$ cat config.mk
export PLATFORM = sky130hd
export DESIGN_NAME = lptg_timing
export DESIGN_NICKNAME = d
export VERILOG_FILES = /design/src/lptg_pkg.sv /design/src/lptg_timing.sv
export SDC_FILE = /design/constraint.sdc
export NUM_CORES = 1
export LEC_CHECK = 0
export BUFFER_PORTS_ARGS = -buffer_cell sky130_fd_sc_hd__buf_2
export CAP_MARGIN = 20
export CELL_PAD_IN_SITES_DETAIL_PLACEMENT = 1
export CELL_PAD_IN_SITES_GLOBAL_PLACEMENT = 1
export CORE_MARGIN = 4
export CORE_UTILIZATION = 51
export DETAILED_ROUTE_END_ITERATION = 16
export PLACE_DENSITY = 0.87
export SLEW_MARGIN = 20
export SYNTH_ARGS = -nofsm -noshare
export SYNTH_HDL_FRONTEND = slang
export SYNTH_SLANG_ARGS = --single-unit
$ cat constraint.sdc
create_clock -name clk_i -period 10.11 [get_ports clk_i]
set_input_delay 0.5055 -clock clk_i [delete_from_list [all_inputs] [get_ports clk_i]]
set_output_delay 0.5055 -clock clk_i [all_outputs]
set_load 0.01 [all_outputs]
$ cat src/lptg_pkg.sv
// Purpose: constants and types of the panel timing generator
// Assumes: register word index times four gives the byte address
// Notes: single-clock design, classic Wishbone slave
`default_nettype none
package lptg_pkg;
  // ----------------------------------------------------------------
  // Register word indices
  // ----------------------------------------------------------------
  localparam logic [2:0] IDX_C1 = 3'h0;
  localparam logic [2:0] IDX_C2 = 3'h1;
  localparam logic [2:0] IDX_T1 = 3'h2;
  localparam logic [2:0] IDX_T2 = 3'h3;
  localparam logic [2:0] IDX_FR = 3'h4;
  localparam logic [2:0] IDX_PW = 3'h5;
  localparam logic [2:0] IDX_CC = 3'h6;
  localparam logic [2:0] IDX_CV = 3'h7;

  // ----------------------------------------------------------------
  // Field positions
  // ----------------------------------------------------------------
  localparam int F_DIV = 0;
  localparam int F_BYP = 8;
  localparam int F_REDGE = 9;
  localparam int F_LCNT = 21;
  localparam int F_DTYPE = 0;
  localparam int F_DUAL = 2;
  localparam int F_IFW = 3;
  localparam int F_CRUN = 5;
  localparam int F_POL = 8;
  localparam int F_LDLY = 0;
  localparam int F_FBP = 8;
  localparam int F_FSW = 16;
  localparam int F_LSW = 0;
  localparam int F_LBP = 8;
  localparam int F_LFP = 16;
  localparam int F_FFP = 24;
  localparam int F_ALC = 0;
  localparam int F_ALL = 21;
  localparam int F_PREQ = 0;
  localparam int F_GUARD = 1;
  localparam int F_PSTAT = 31;
  localparam int F_PS = 0;
  localparam int F_CPOL = 2;
  localparam int F_CMP = 0;

  // Polarity bit order inside the polarity field
  localparam int P_PCLK = 0;
  localparam int P_LSYNC = 1;
  localparam int P_FSYNC = 2;
  localparam int P_DV = 3;
  localparam int P_PWR = 4;

  // Display types and interface widths
  localparam logic [1:0] DT_TFT = 2'h0;
  localparam logic [1:0] DT_MONO = 2'h1;
  localparam logic [1:0] DT_COLOR = 2'h2;
  localparam logic [1:0] IFW_4 = 2'h0;
  localparam logic [1:0] IFW_8 = 2'h1;
  localparam logic [1:0] IFW_16 = 2'h2;

  // ----------------------------------------------------------------
  // Writable bits and reset values
  // ----------------------------------------------------------------
  localparam logic [31:0] WM_C1 = 32'h0000_03FF;
  localparam logic [31:0] WM_C2 = 32'h0000_1F3F;
  localparam logic [31:0] WM_T1 = 32'h003F_FFFF;
  localparam logic [31:0] WM_T2 = 32'hFFFF_FFFF;
  localparam logic [31:0] WM_FR = 32'hFFE0_07FF;
  localparam logic [31:0] WM_PW = 32'h0000_00FF;
  localparam logic [31:0] WM_CC = 32'h0000_0007;
  localparam logic [31:0] WM_CV = 32'h0000_00FF;
  localparam logic [7:0][31:0] WMASK = {WM_CV, WM_CC, WM_PW, WM_FR,
                                        WM_T2, WM_T1, WM_C2, WM_C1};
  localparam logic [31:0] RST_C1 = 32'h0000_0001;
  localparam logic [31:0] RST_C2 = 32'h0000_0000;
  localparam logic [31:0] RST_T1 = 32'h0000_0000;
  localparam logic [31:0] RST_T2 = 32'h0000_0000;
  localparam logic [31:0] RST_FR = 32'h0020_0001;
  localparam logic [31:0] RST_PW = 32'h0000_0002;
  localparam logic [31:0] RST_CC = 32'h0000_0000;
  localparam logic [31:0] RST_CV = 32'h0000_0000;
  localparam logic [7:0][31:0] RST_CFG = {RST_CV, RST_CC, RST_PW, RST_FR,
                                          RST_T2, RST_T1, RST_C2, RST_C1};

  typedef enum logic [2:0] {H_DLY, H_SYN, H_BCK, H_ACT, H_FRT} lptg_h_t;

  typedef struct packed {
    logic [7:0][31:0] cfg;
    lptg_h_t h;
    logic [10:0] hcnt;
    logic [11:0] vline;
    logic [7:0] dcnt;
    logic ph;
    logic [10:0] lcnt;
    logic pwr;
    logic [6:0] gcnt;
    logic [2:0] pre;
    logic [7:0] ccnt;
    logic ack;
    logic [31:0] dat;
    logic pclk;
    logic lsync;
    logic fsync;
    logic dv;
    logic take;
    logic ppwr;
    logic cc;
    logic [23:0] pd;
  } lptg_st_t;
endpackage
`default_nettype wire

$ cat src/lptg_timing.sv
// Purpose: panel timing generator with pixel clock, syncs, power
//   sequencing and contrast PWM, behind a classic Wishbone slave
// Assumes: pixel_data_i comes from logic on clk_i
// Notes: all outputs are registered fields of one state struct
//
// Operation
// - Pixel clock is core clock over twice divisor; bypass toggles it every core cycle.
// - Pixel data changes on falling pixel clock edge, or rising if selected.
// - Run mode picks free-running clock or clock only during valid data.
// - Line sync follows each shifted line; data valid marks valid data.
// - Line start to line sync takes line-sync delay plus one cycles.
// - Line sync lasts line-sync width plus one pixel cycles.
// - Line sync fall to first valid data takes back porch plus one.
// - After last valid data, line ends after front porch plus one.
// - STN frame sync covers the whole first line, from its first active edge.
// - TFT frame sync rises at first line, lasts width plus one lines.
// - Frame back porch inserts that many idle lines; zero for STN.
// - Frame front porch inserts that many idle lines; zero for STN.
// - Each line has active length plus one active pixel cycles.
// - Each frame has active line count plus one active lines.
// - Read-only line counter drops by one at each line sync fall.
// - Bits 12 to 8 of control two set output polarities.
// - Power changes only after the guard count of frames following request.
// - Contrast output is polarity while 8-bit counter below compare value.
// - Prescale select picks one of four contrast counter rates.
// - Display type picks TFT, STN mono or colour; scan/width limits apply.
`default_nettype none
module lptg_timing
  import lptg_pkg::*;
(
  input wire logic clk_i,
  input wire logic rst_i,
  input wire logic cyc_i,
  input wire logic stb_i,
  input wire logic we_i,
  input wire logic [7:0] adr_i,
  input wire logic [3:0] sel_i,
  input wire logic [31:0] dat_i,
  output logic [31:0] dat_o,
  output logic ack_o,
  input wire logic [23:0] pixel_data_i,
  output logic pixel_take_o,
  output logic pixel_clock_o,
  output logic line_sync_o,
  output logic frame_sync_o,
  output logic data_valid_out_o,
  output logic [23:0] pixel_data_bus_o,
  output logic panel_power_o,
  output logic contrast_out_o
);
  lptg_st_t s;
  lptg_st_t n;

  // ----------------------------------------------------------------
  // Helpers
  // ----------------------------------------------------------------
  function automatic logic hit(input logic [7:0] a);
    return a[7:5] == 3'h0 && a[1:0] == 2'h0;
  endfunction

  function automatic logic [31:0] rd(input lptg_st_t st, input logic [2:0] i);
    logic [31:0] v;
    v = st.cfg[i];
    if (i == IDX_C1) begin
      v[F_LCNT +: 11] = st.lcnt;
    end
    if (i == IDX_PW) begin
      v[F_PSTAT] = st.pwr;
    end
    return v;
  endfunction

  // ----------------------------------------------------------------
  // Configuration fields
  // ----------------------------------------------------------------
  logic [7:0] f_div, f_ldly, f_fbp, f_lsw, f_lbp, f_lfp, f_ffp, f_cmp;
  logic [5:0] f_fsw;
  logic [4:0] f_pol;
  logic [1:0] f_dtype, f_ifw, f_ps;
  logic [10:0] f_alc, f_all;
  logic [6:0] f_guard;
  logic f_byp, f_redge, f_dual, f_crun, f_preq, f_cpol;
  assign f_div = s.cfg[IDX_C1][F_DIV +: 8];
  assign f_byp = s.cfg[IDX_C1][F_BYP];
  assign f_redge = s.cfg[IDX_C1][F_REDGE];
  assign f_dtype = s.cfg[IDX_C2][F_DTYPE +: 2];
  assign f_dual = s.cfg[IDX_C2][F_DUAL];
  assign f_ifw = s.cfg[IDX_C2][F_IFW +: 2];
  assign f_crun = s.cfg[IDX_C2][F_CRUN];
  assign f_pol = s.cfg[IDX_C2][F_POL +: 5];
  assign f_ldly = s.cfg[IDX_T1][F_LDLY +: 8];
  assign f_fbp = s.cfg[IDX_T1][F_FBP +: 8];
  assign f_fsw = s.cfg[IDX_T1][F_FSW +: 6];
  assign f_lsw = s.cfg[IDX_T2][F_LSW +: 8];
  assign f_lbp = s.cfg[IDX_T2][F_LBP +: 8];
  assign f_lfp = s.cfg[IDX_T2][F_LFP +: 8];
  assign f_ffp = s.cfg[IDX_T2][F_FFP +: 8];
  assign f_alc = s.cfg[IDX_FR][F_ALC +: 11];
  assign f_all = s.cfg[IDX_FR][F_ALL +: 11];
  assign f_preq = s.cfg[IDX_PW][F_PREQ];
  assign f_guard = s.cfg[IDX_PW][F_GUARD +: 7];
  assign f_ps = s.cfg[IDX_CC][F_PS +: 2];
  assign f_cpol = s.cfg[IDX_CC][F_CPOL];
  assign f_cmp = s.cfg[IDX_CV][F_CMP +: 8];

  // ----------------------------------------------------------------
  // Next state
  // ----------------------------------------------------------------
  always_comb begin
    logic [7:0] div;
    logic [10:0] lim;
    logic [11:0] vlast, vfirst;
    logic [23:0] dmask;
    logic [2:0] pmask;
    logic rise, fall, run, lend, fend, tft, dual, wr, en, act, fs_lvl;
    logic dv_lvl, dedge, pchg;
    logic [1:0] ifw;
    div = 8'h00;
    lim = 11'h000;
    vlast = 12'h000;
    vfirst = 12'h000;
    dmask = 24'h00_0000;
    pmask = 3'h0;
    rise = 1'b0;
    fall = 1'b0;
    lend = 1'b0;
    fend = 1'b0;
    fs_lvl = 1'b0;
    run = 1'b0;
    tft = 1'b0;
    dual = 1'b0;
    wr = 1'b0;
    en = 1'b0;
    act = 1'b0;
    dv_lvl = 1'b0;
    dedge = 1'b0;
    pchg = 1'b0;
    ifw = 2'h0;
    n = s;

    // --------------------------------------------------------------
    // Bus access
    // --------------------------------------------------------------
    // Wishbone: ack one cycle after the request, write at the ack edge
    wr = cyc_i & stb_i & we_i & s.ack & hit(adr_i);
    n.ack = cyc_i & stb_i & ~s.ack;
    n.dat = (cyc_i & stb_i & ~s.ack & hit(adr_i)) ? rd(s, adr_i[4:2]) : 32'h0000_0000;
    if (wr) begin
      for (int b = 0; b < 4; b++) begin
        if (sel_i[b]) begin
          n.cfg[adr_i[4:2]][b*8 +: 8] = (dat_i[b*8 +: 8] & WMASK[adr_i[4:2]][b*8 +: 8])
            | (s.cfg[adr_i[4:2]][b*8 +: 8] & ~WMASK[adr_i[4:2]][b*8 +: 8]);
        end
      end
    end


    // --------------------------------------------------------------
    // Panel type
    // --------------------------------------------------------------
    // type limits
    tft = f_dtype != DT_MONO && f_dtype != DT_COLOR;
    dual = f_dual & ~tft;
    ifw = f_ifw;
    if (!dual && ifw != IFW_4) begin
      ifw = IFW_8;
    end
    if (dual && ifw != IFW_16) begin
      ifw = IFW_8;
    end
    // Unused data lines held low, so the panel sees no stray toggles
    if (tft) begin
      dmask = 24'hFF_FFFF;
    end else if (ifw == IFW_4) begin
      dmask = 24'h00_000F;
    end else if (ifw == IFW_8) begin
      dmask = 24'h00_00FF;
    end else begin
      dmask = 24'h00_FFFF;
    end


    // --------------------------------------------------------------
    // Pixel clock divider
    // --------------------------------------------------------------
    // Timing runs while powered or while a power change waits its guard
    run = s.pwr | f_preq;
    // Divisor 0 would stall the clock, so it counts as 1
    div = (f_div == 8'h00) ? 8'h01 : f_div;
    if (!run) begin
      n.dcnt = 8'h00;
      n.ph = 1'b0;
      n.h = H_DLY;
      n.hcnt = 11'h000;
      n.vline = 12'h000;
      n.lcnt = f_alc;
    end else if (f_byp) begin
      rise = 1'b1;
      fall = 1'b1;
      n.ph = ~s.ph;
    end else if (s.dcnt == div - 8'h01) begin
      n.dcnt = 8'h00;
      n.ph = ~s.ph;
      rise = ~s.ph;
      fall = s.ph;
    end else begin
      n.dcnt = s.dcnt + 8'h01;
    end


    // --------------------------------------------------------------
    // Horizontal sequence
    // --------------------------------------------------------------
    // One step per pixel clock rise
    case (s.h)
      H_DLY: lim = {3'h0, f_ldly};
      H_SYN: lim = {3'h0, f_lsw};
      H_BCK: lim = {3'h0, f_lbp};
      H_ACT: lim = f_all;
      H_FRT: lim = {3'h0, f_lfp};
      default: lim = 11'h000;
    endcase
    vlast = {4'h0, f_fbp} + {1'b0, f_alc} + {4'h0, f_ffp};
    if (rise) begin
      if (s.hcnt == lim) begin
        n.hcnt = 11'h000;
        case (s.h)
          H_DLY: n.h = H_SYN;
          H_SYN: begin
            n.h = H_BCK;
            n.lcnt = s.lcnt - 11'h001;
          end
          H_BCK: n.h = H_ACT;
          H_ACT: n.h = H_FRT;
          H_FRT: begin
            n.h = H_DLY;
            lend = 1'b1;
          end
          default: n.h = H_DLY;
        endcase
      end else begin
        n.hcnt = s.hcnt + 11'h001;
      end
    end

    // --------------------------------------------------------------
    // Vertical sequence
    // --------------------------------------------------------------
    // vertical line sequence
    if (lend) begin
      if (s.vline == vlast) begin
        n.vline = 12'h000;
        fend = 1'b1;
        n.lcnt = f_alc;
      end else begin
        n.vline = s.vline + 12'h001;
      end
    end


    // --------------------------------------------------------------
    // Power sequencing
    // --------------------------------------------------------------
    // guard frames before power follows the request
    pchg = 1'b0;
    if (wr && adr_i[4:2] == IDX_PW) begin
      n.gcnt = 7'h00;
    end else if (f_preq != s.pwr) begin
      if (f_guard == 7'h00) begin
        pchg = 1'b1;
      end else if (fend) begin
        if (s.gcnt + 7'h01 >= f_guard) begin
          pchg = 1'b1;
        end else begin
          n.gcnt = s.gcnt + 7'h01;
        end
      end
    end
    if (pchg) begin
      n.pwr = f_preq;
      n.gcnt = 7'h00;
    end


    // --------------------------------------------------------------
    // Output levels
    // --------------------------------------------------------------
    // Taken from the next state, so pins line up with what they show
    en = n.pwr;
    vfirst = {4'h0, f_fbp};
    act = n.vline >= vfirst && n.vline <= vfirst + {1'b0, f_alc};
    dv_lvl = en & n.h == H_ACT & act;
    if (tft) begin
      // sync for width plus one lines
      fs_lvl = en & n.vline <= {6'h00, f_fsw};
    end else begin
      // whole first line from its first active edge
      fs_lvl = en & ((n.vline == vfirst & (n.h == H_ACT | n.h == H_FRT))
        | (n.vline == vfirst + 12'h001 & n.h != H_ACT & n.h != H_FRT));
    end
    n.lsync = (en & n.h == H_SYN) ^ f_pol[P_LSYNC];
    n.dv = dv_lvl ^ f_pol[P_DV];
    n.fsync = fs_lvl ^ f_pol[P_FSYNC];
    n.ppwr = en ^ f_pol[P_PWR];
    // gated clock only during valid data
    n.pclk = (en & n.ph & (~f_crun | dv_lvl)) ^ f_pol[P_PCLK];

    dedge = f_redge ? rise : fall;
    n.take = dedge & dv_lvl;
    if (!en) begin
      n.pd = 24'h00_0000;
    end else if (dedge & dv_lvl) begin
      n.pd = pixel_data_i & dmask;
    end


    // --------------------------------------------------------------
    // Contrast PWM
    // --------------------------------------------------------------
    // prescale taps of 1, 2, 4 and 8 cycles
    case (f_ps)
      2'h0: pmask = 3'h0;
      2'h1: pmask = 3'h1;
      2'h2: pmask = 3'h3;
      default: pmask = 3'h7;
    endcase
    n.pre = s.pre + 3'h1;
    if ((s.pre & pmask) == 3'h0) begin
      n.ccnt = s.ccnt + 8'h01;
    end
    n.cc = (s.ccnt < f_cmp) ? f_cpol : ~f_cpol;
  end

  // ----------------------------------------------------------------
  // State register
  // ----------------------------------------------------------------
  always_ff @(posedge clk_i) begin
    if (rst_i) begin
      s <= '0;
      s.cfg <= RST_CFG;
    end else begin
      s <= n;
    end
  end

  assign dat_o = s.dat;
  assign ack_o = s.ack;
  assign pixel_take_o = s.take;
  assign pixel_clock_o = s.pclk;
  assign line_sync_o = s.lsync;
  assign frame_sync_o = s.fsync;
  assign data_valid_out_o = s.dv;
  assign pixel_data_bus_o = s.pd;
  assign panel_power_o = s.ppwr;
  assign contrast_out_o = s.cc;
endmodule
`default_nettype wire

==> reports/results.ini <==
[worst_setup_path]
r2r-end = pixel_data_bus_o[2]
cp.required_ns = 10.55
critPathMaxFanout = 45
r2r_start = f_div[4]
crit_end = pixel_data_bus_o[2]
end_kind = flip-flop
reg2reg_depth = 34
max_stage_delay_ns = 0.67
cp-start-kind = flip-flop
arrival_ns = 8.83
cp_num_cells = 34
critical_path.startpoint = f_div[4]
crit_top_cell = nor2_1
r2r_setup_slack_ns = 1.72
crit_family = simple AND/OR/NAND/NOR gates
crit_path_top_delay_cell = o21a_2
critPathBufInv = 2
worst-setup-path-type = flip-flop to flip-flop

[logic_synthesis]
synth-edff-count = 0
synth_simple_gate_area_frac = 0.2020
synth_cell_types = 80
synth_top_cells_by_area = dfxtp_1, mux4_2, mux2i_1
synthAdderAreaFrac = 0.04919
synth_ff_type = dfxtp_1
synth_area_um2 = 18870
syn_inst = 1982
muxShareOfSynthArea = 0.1553
async_reset_ff_frac = 0
avgSynthCellArea_um2 = 9.523
yosys.area.top_type = dfxtp_1
syn-num-nets = 2128
synth-seq-cells = 375
seq_area_frac_synth = 0.3977
synth_xor_area_frac = 0.04203
ys_warn_count = 0
synth_compound_area_frac = 0.09446
synth_top_family_by_area = simple AND/OR/NAND/NOR gates
synth_top_cell_area_share = 0.3977

[run]
max-cap-violations = 0

[global_route]
grt_pass1_vias = 16320
antenna_found_initial = 0
grt_max_degree = 122
grt-ovfl-total = 0
track_usage = 0.2965
grt_pass1_wl_mm = 95.75

[clock_network]
clkSinkCount = 375
clk_pin_slew_ns = 0.06
ctsResizeCount = 0
clk_path_buf_depth = 3
cts_setup_buffers = 0
hold_buffers = 0
clk_latency_ns = 0.57
htree_levels = 2
cts_made_buffers = 41
cts_tree = yes
cts-root-buf = clkbuf_16

[finish]
drive_gt1_frac = 0.1506
nets = 2156
layout-area-overhead-vs-synth_pct = 9.844
insertedDiodeCount = 0
fin_util = 0.5677

[timing]
rsz0062_at_grt = no
setup_viol = 0
fin_worst_skew_ns = 0.02201
fmax_mhz = 119.2
slew-limit-headroom = 0.2243
timing_hold_violations_final = 0
setup_tns_ns = 0
period_needed_ns = 8.391
slew_viol_final = 0
worst_pin_slew_ns = 1.131
fin_crit_sh = 0.8299

[place]
gp_congestion = 0.9310
dp_hpwl_mm = 42.95
port_buffers = 136

[routing]
wl_met3_mm = 4.366
drt-initial-drc-count = 1313
met1_length_mm = 25.66
ant_nets = 0
viasPerCell = 6.175
dr.max_layer_used = met4
drt-wirelength-per-cell_um = 24.30
dr.pass1.iters = 6
finalWirelength_mm = 60.91
drc = 0
wl_met2_mm = 29.01
vias = 15480

[power]
p_leak_nw = 8.441
powerDensity_nw_per_um2 = 153.3
vdd_drop_max_mv = 0.2148

[hold_path]
min_path_type = input port to flip-flop

[floorplanning]
ioPinCount = 137
start_util = 0.5168
rows = 70
dieArea_um2 = 40150
coreArea_um2 = 36520
fp.dieH_um = 200.4
die-width_um = 200.4

[run_status]
status = finished clean

metrics by stage:
| step | hold WS (ns) | power (mW) | instances | instance area [um2] | worst slack, ns |
|---|---|---|---|---|---|
| after detailed placement | 0.4514 | 1.680 | 2435 | 19390 | 1.968 |
| final | 0.1870 | 3.178 | 2507 | 20730 | 1.719 |
| after floorplan | 0.4299 | 1.623 | 1982 | 18870 | 3.781 |
| after global placement | 0.4383 | 1.675 | 2435 | 19390 | 2.073 |
| after global routing | 0.1940 | 3.272 | 2507 | 20730 | 1.218 |
| after CTS | 0.1627 | 3.198 | 2507 | 20730 | 1.962 |
kinds of logic after synthesis:
group	after synthesis
adders and majority gates	73
DFF	375
AOI/OAI and AO/OA	276
and+or+nand+nor	731
buffers and inverters	226
xor gates and xnor gates	89
muxes	212
tightest hold or removal path, stage by stage:
cell and delay, ns:
buf_2 0.08, mux2i_1 0.06, nor2_1 0.08
layout by cell type (no fill, tap or decap), types with 42 or more instances in the layout:
| cell | n |
|---|---|
| o21ai_0 | 42 |
| dfxtp_1 | 375 |
| nor2_1 | 263 |
| buf_2 | 133 |
| a21oi_1 | 97 |
| nand3_1 | 62 |
| xnor2_1 | 52 |
| inv_1 | 59 |
| mux4_2 | 64 |
| nor2b_1 | 149 |
| mux2i_1 | 142 |
| nand2_1 | 57 |
| ha_1 | 71 |
| clkbuf_16 | 43 |
worst min-delay path by stage:
stage / start / endpoint / slack (ns) / cells after the start
CTS: pixel_data_i[1] / pixel_data_bus_o[1] / 0.16 / 3
detailed placement: s[345] / s[345] / 0.45 / 1
finish: pixel_data_i[1] / pixel_data_bus_o[1] / 0.19 / 3
global placement: s[72] / s[72] / 0.44 / 1
global route: pixel_data_i[8] / pixel_data_bus_o[8] / 0.19 / 3
floorplan: s[72] / s[72] / 0.43 / 1
Yosys cell counts (all sizes together) (17+ instances only):
cell,n
ha,71
o21ai,44
buf,79
a211oi,31
and3,18
nor3,34
clkbuf,87
a21o,19
xor2,36
nand4,25
xnor2,52
nand3,63
nand2,57
inv,59
nand2b,29
mux2i,142
or3,17
a21oi,97
nor2b,149
dfxtp,375
mux4,64
nor2,263
sequential cells by signal, indices dropped and copies added (netlist names), 2 cells and up:
signal,count
f_alc,11
f_ffp,8
f_all,11
pixel_data_bus_o,24
f_lfp,8
f_ldly,8
f_fbp,8
s,195
f_dtype,2
f_pol,5
f_ifw,2
f_lsw,8
f_fsw,6
dat_o,32
f_div,8
f_ps,2
f_cmp,8
f_lbp,8
f_guard,7
power by group:
group          switching (mW)  internal (mW)  total, mW  leakage (nW)
Combinational           0.106         0.0536      0.160          4.75
Sequential            0.00898           1.48       1.49          3.02
Clock                   0.630          0.895       1.52         0.667
Total                   0.745           2.43       3.18          8.44
final cells by class:
type / instances / area (um2)
fillers: 4051 / 15790
flip-flops and latches: 375 / 7507
repair buffers: 151 / 808.3
clock inverters: 10 / 107.6
multi-input cells: 1381 / 10260
well taps: 468 / 585.6
clock buffers: 62 / 1237
inverters: 60 / 225.2
layer usage:
layer  vias up  global-route usage
met5         -                   0
met4         0              0.1030
met3       115             0.04727
met2       611              0.4991
met1      7761              0.3907
li1       6994                   -
No activity file was read; power rests on OpenSTA's default activity.
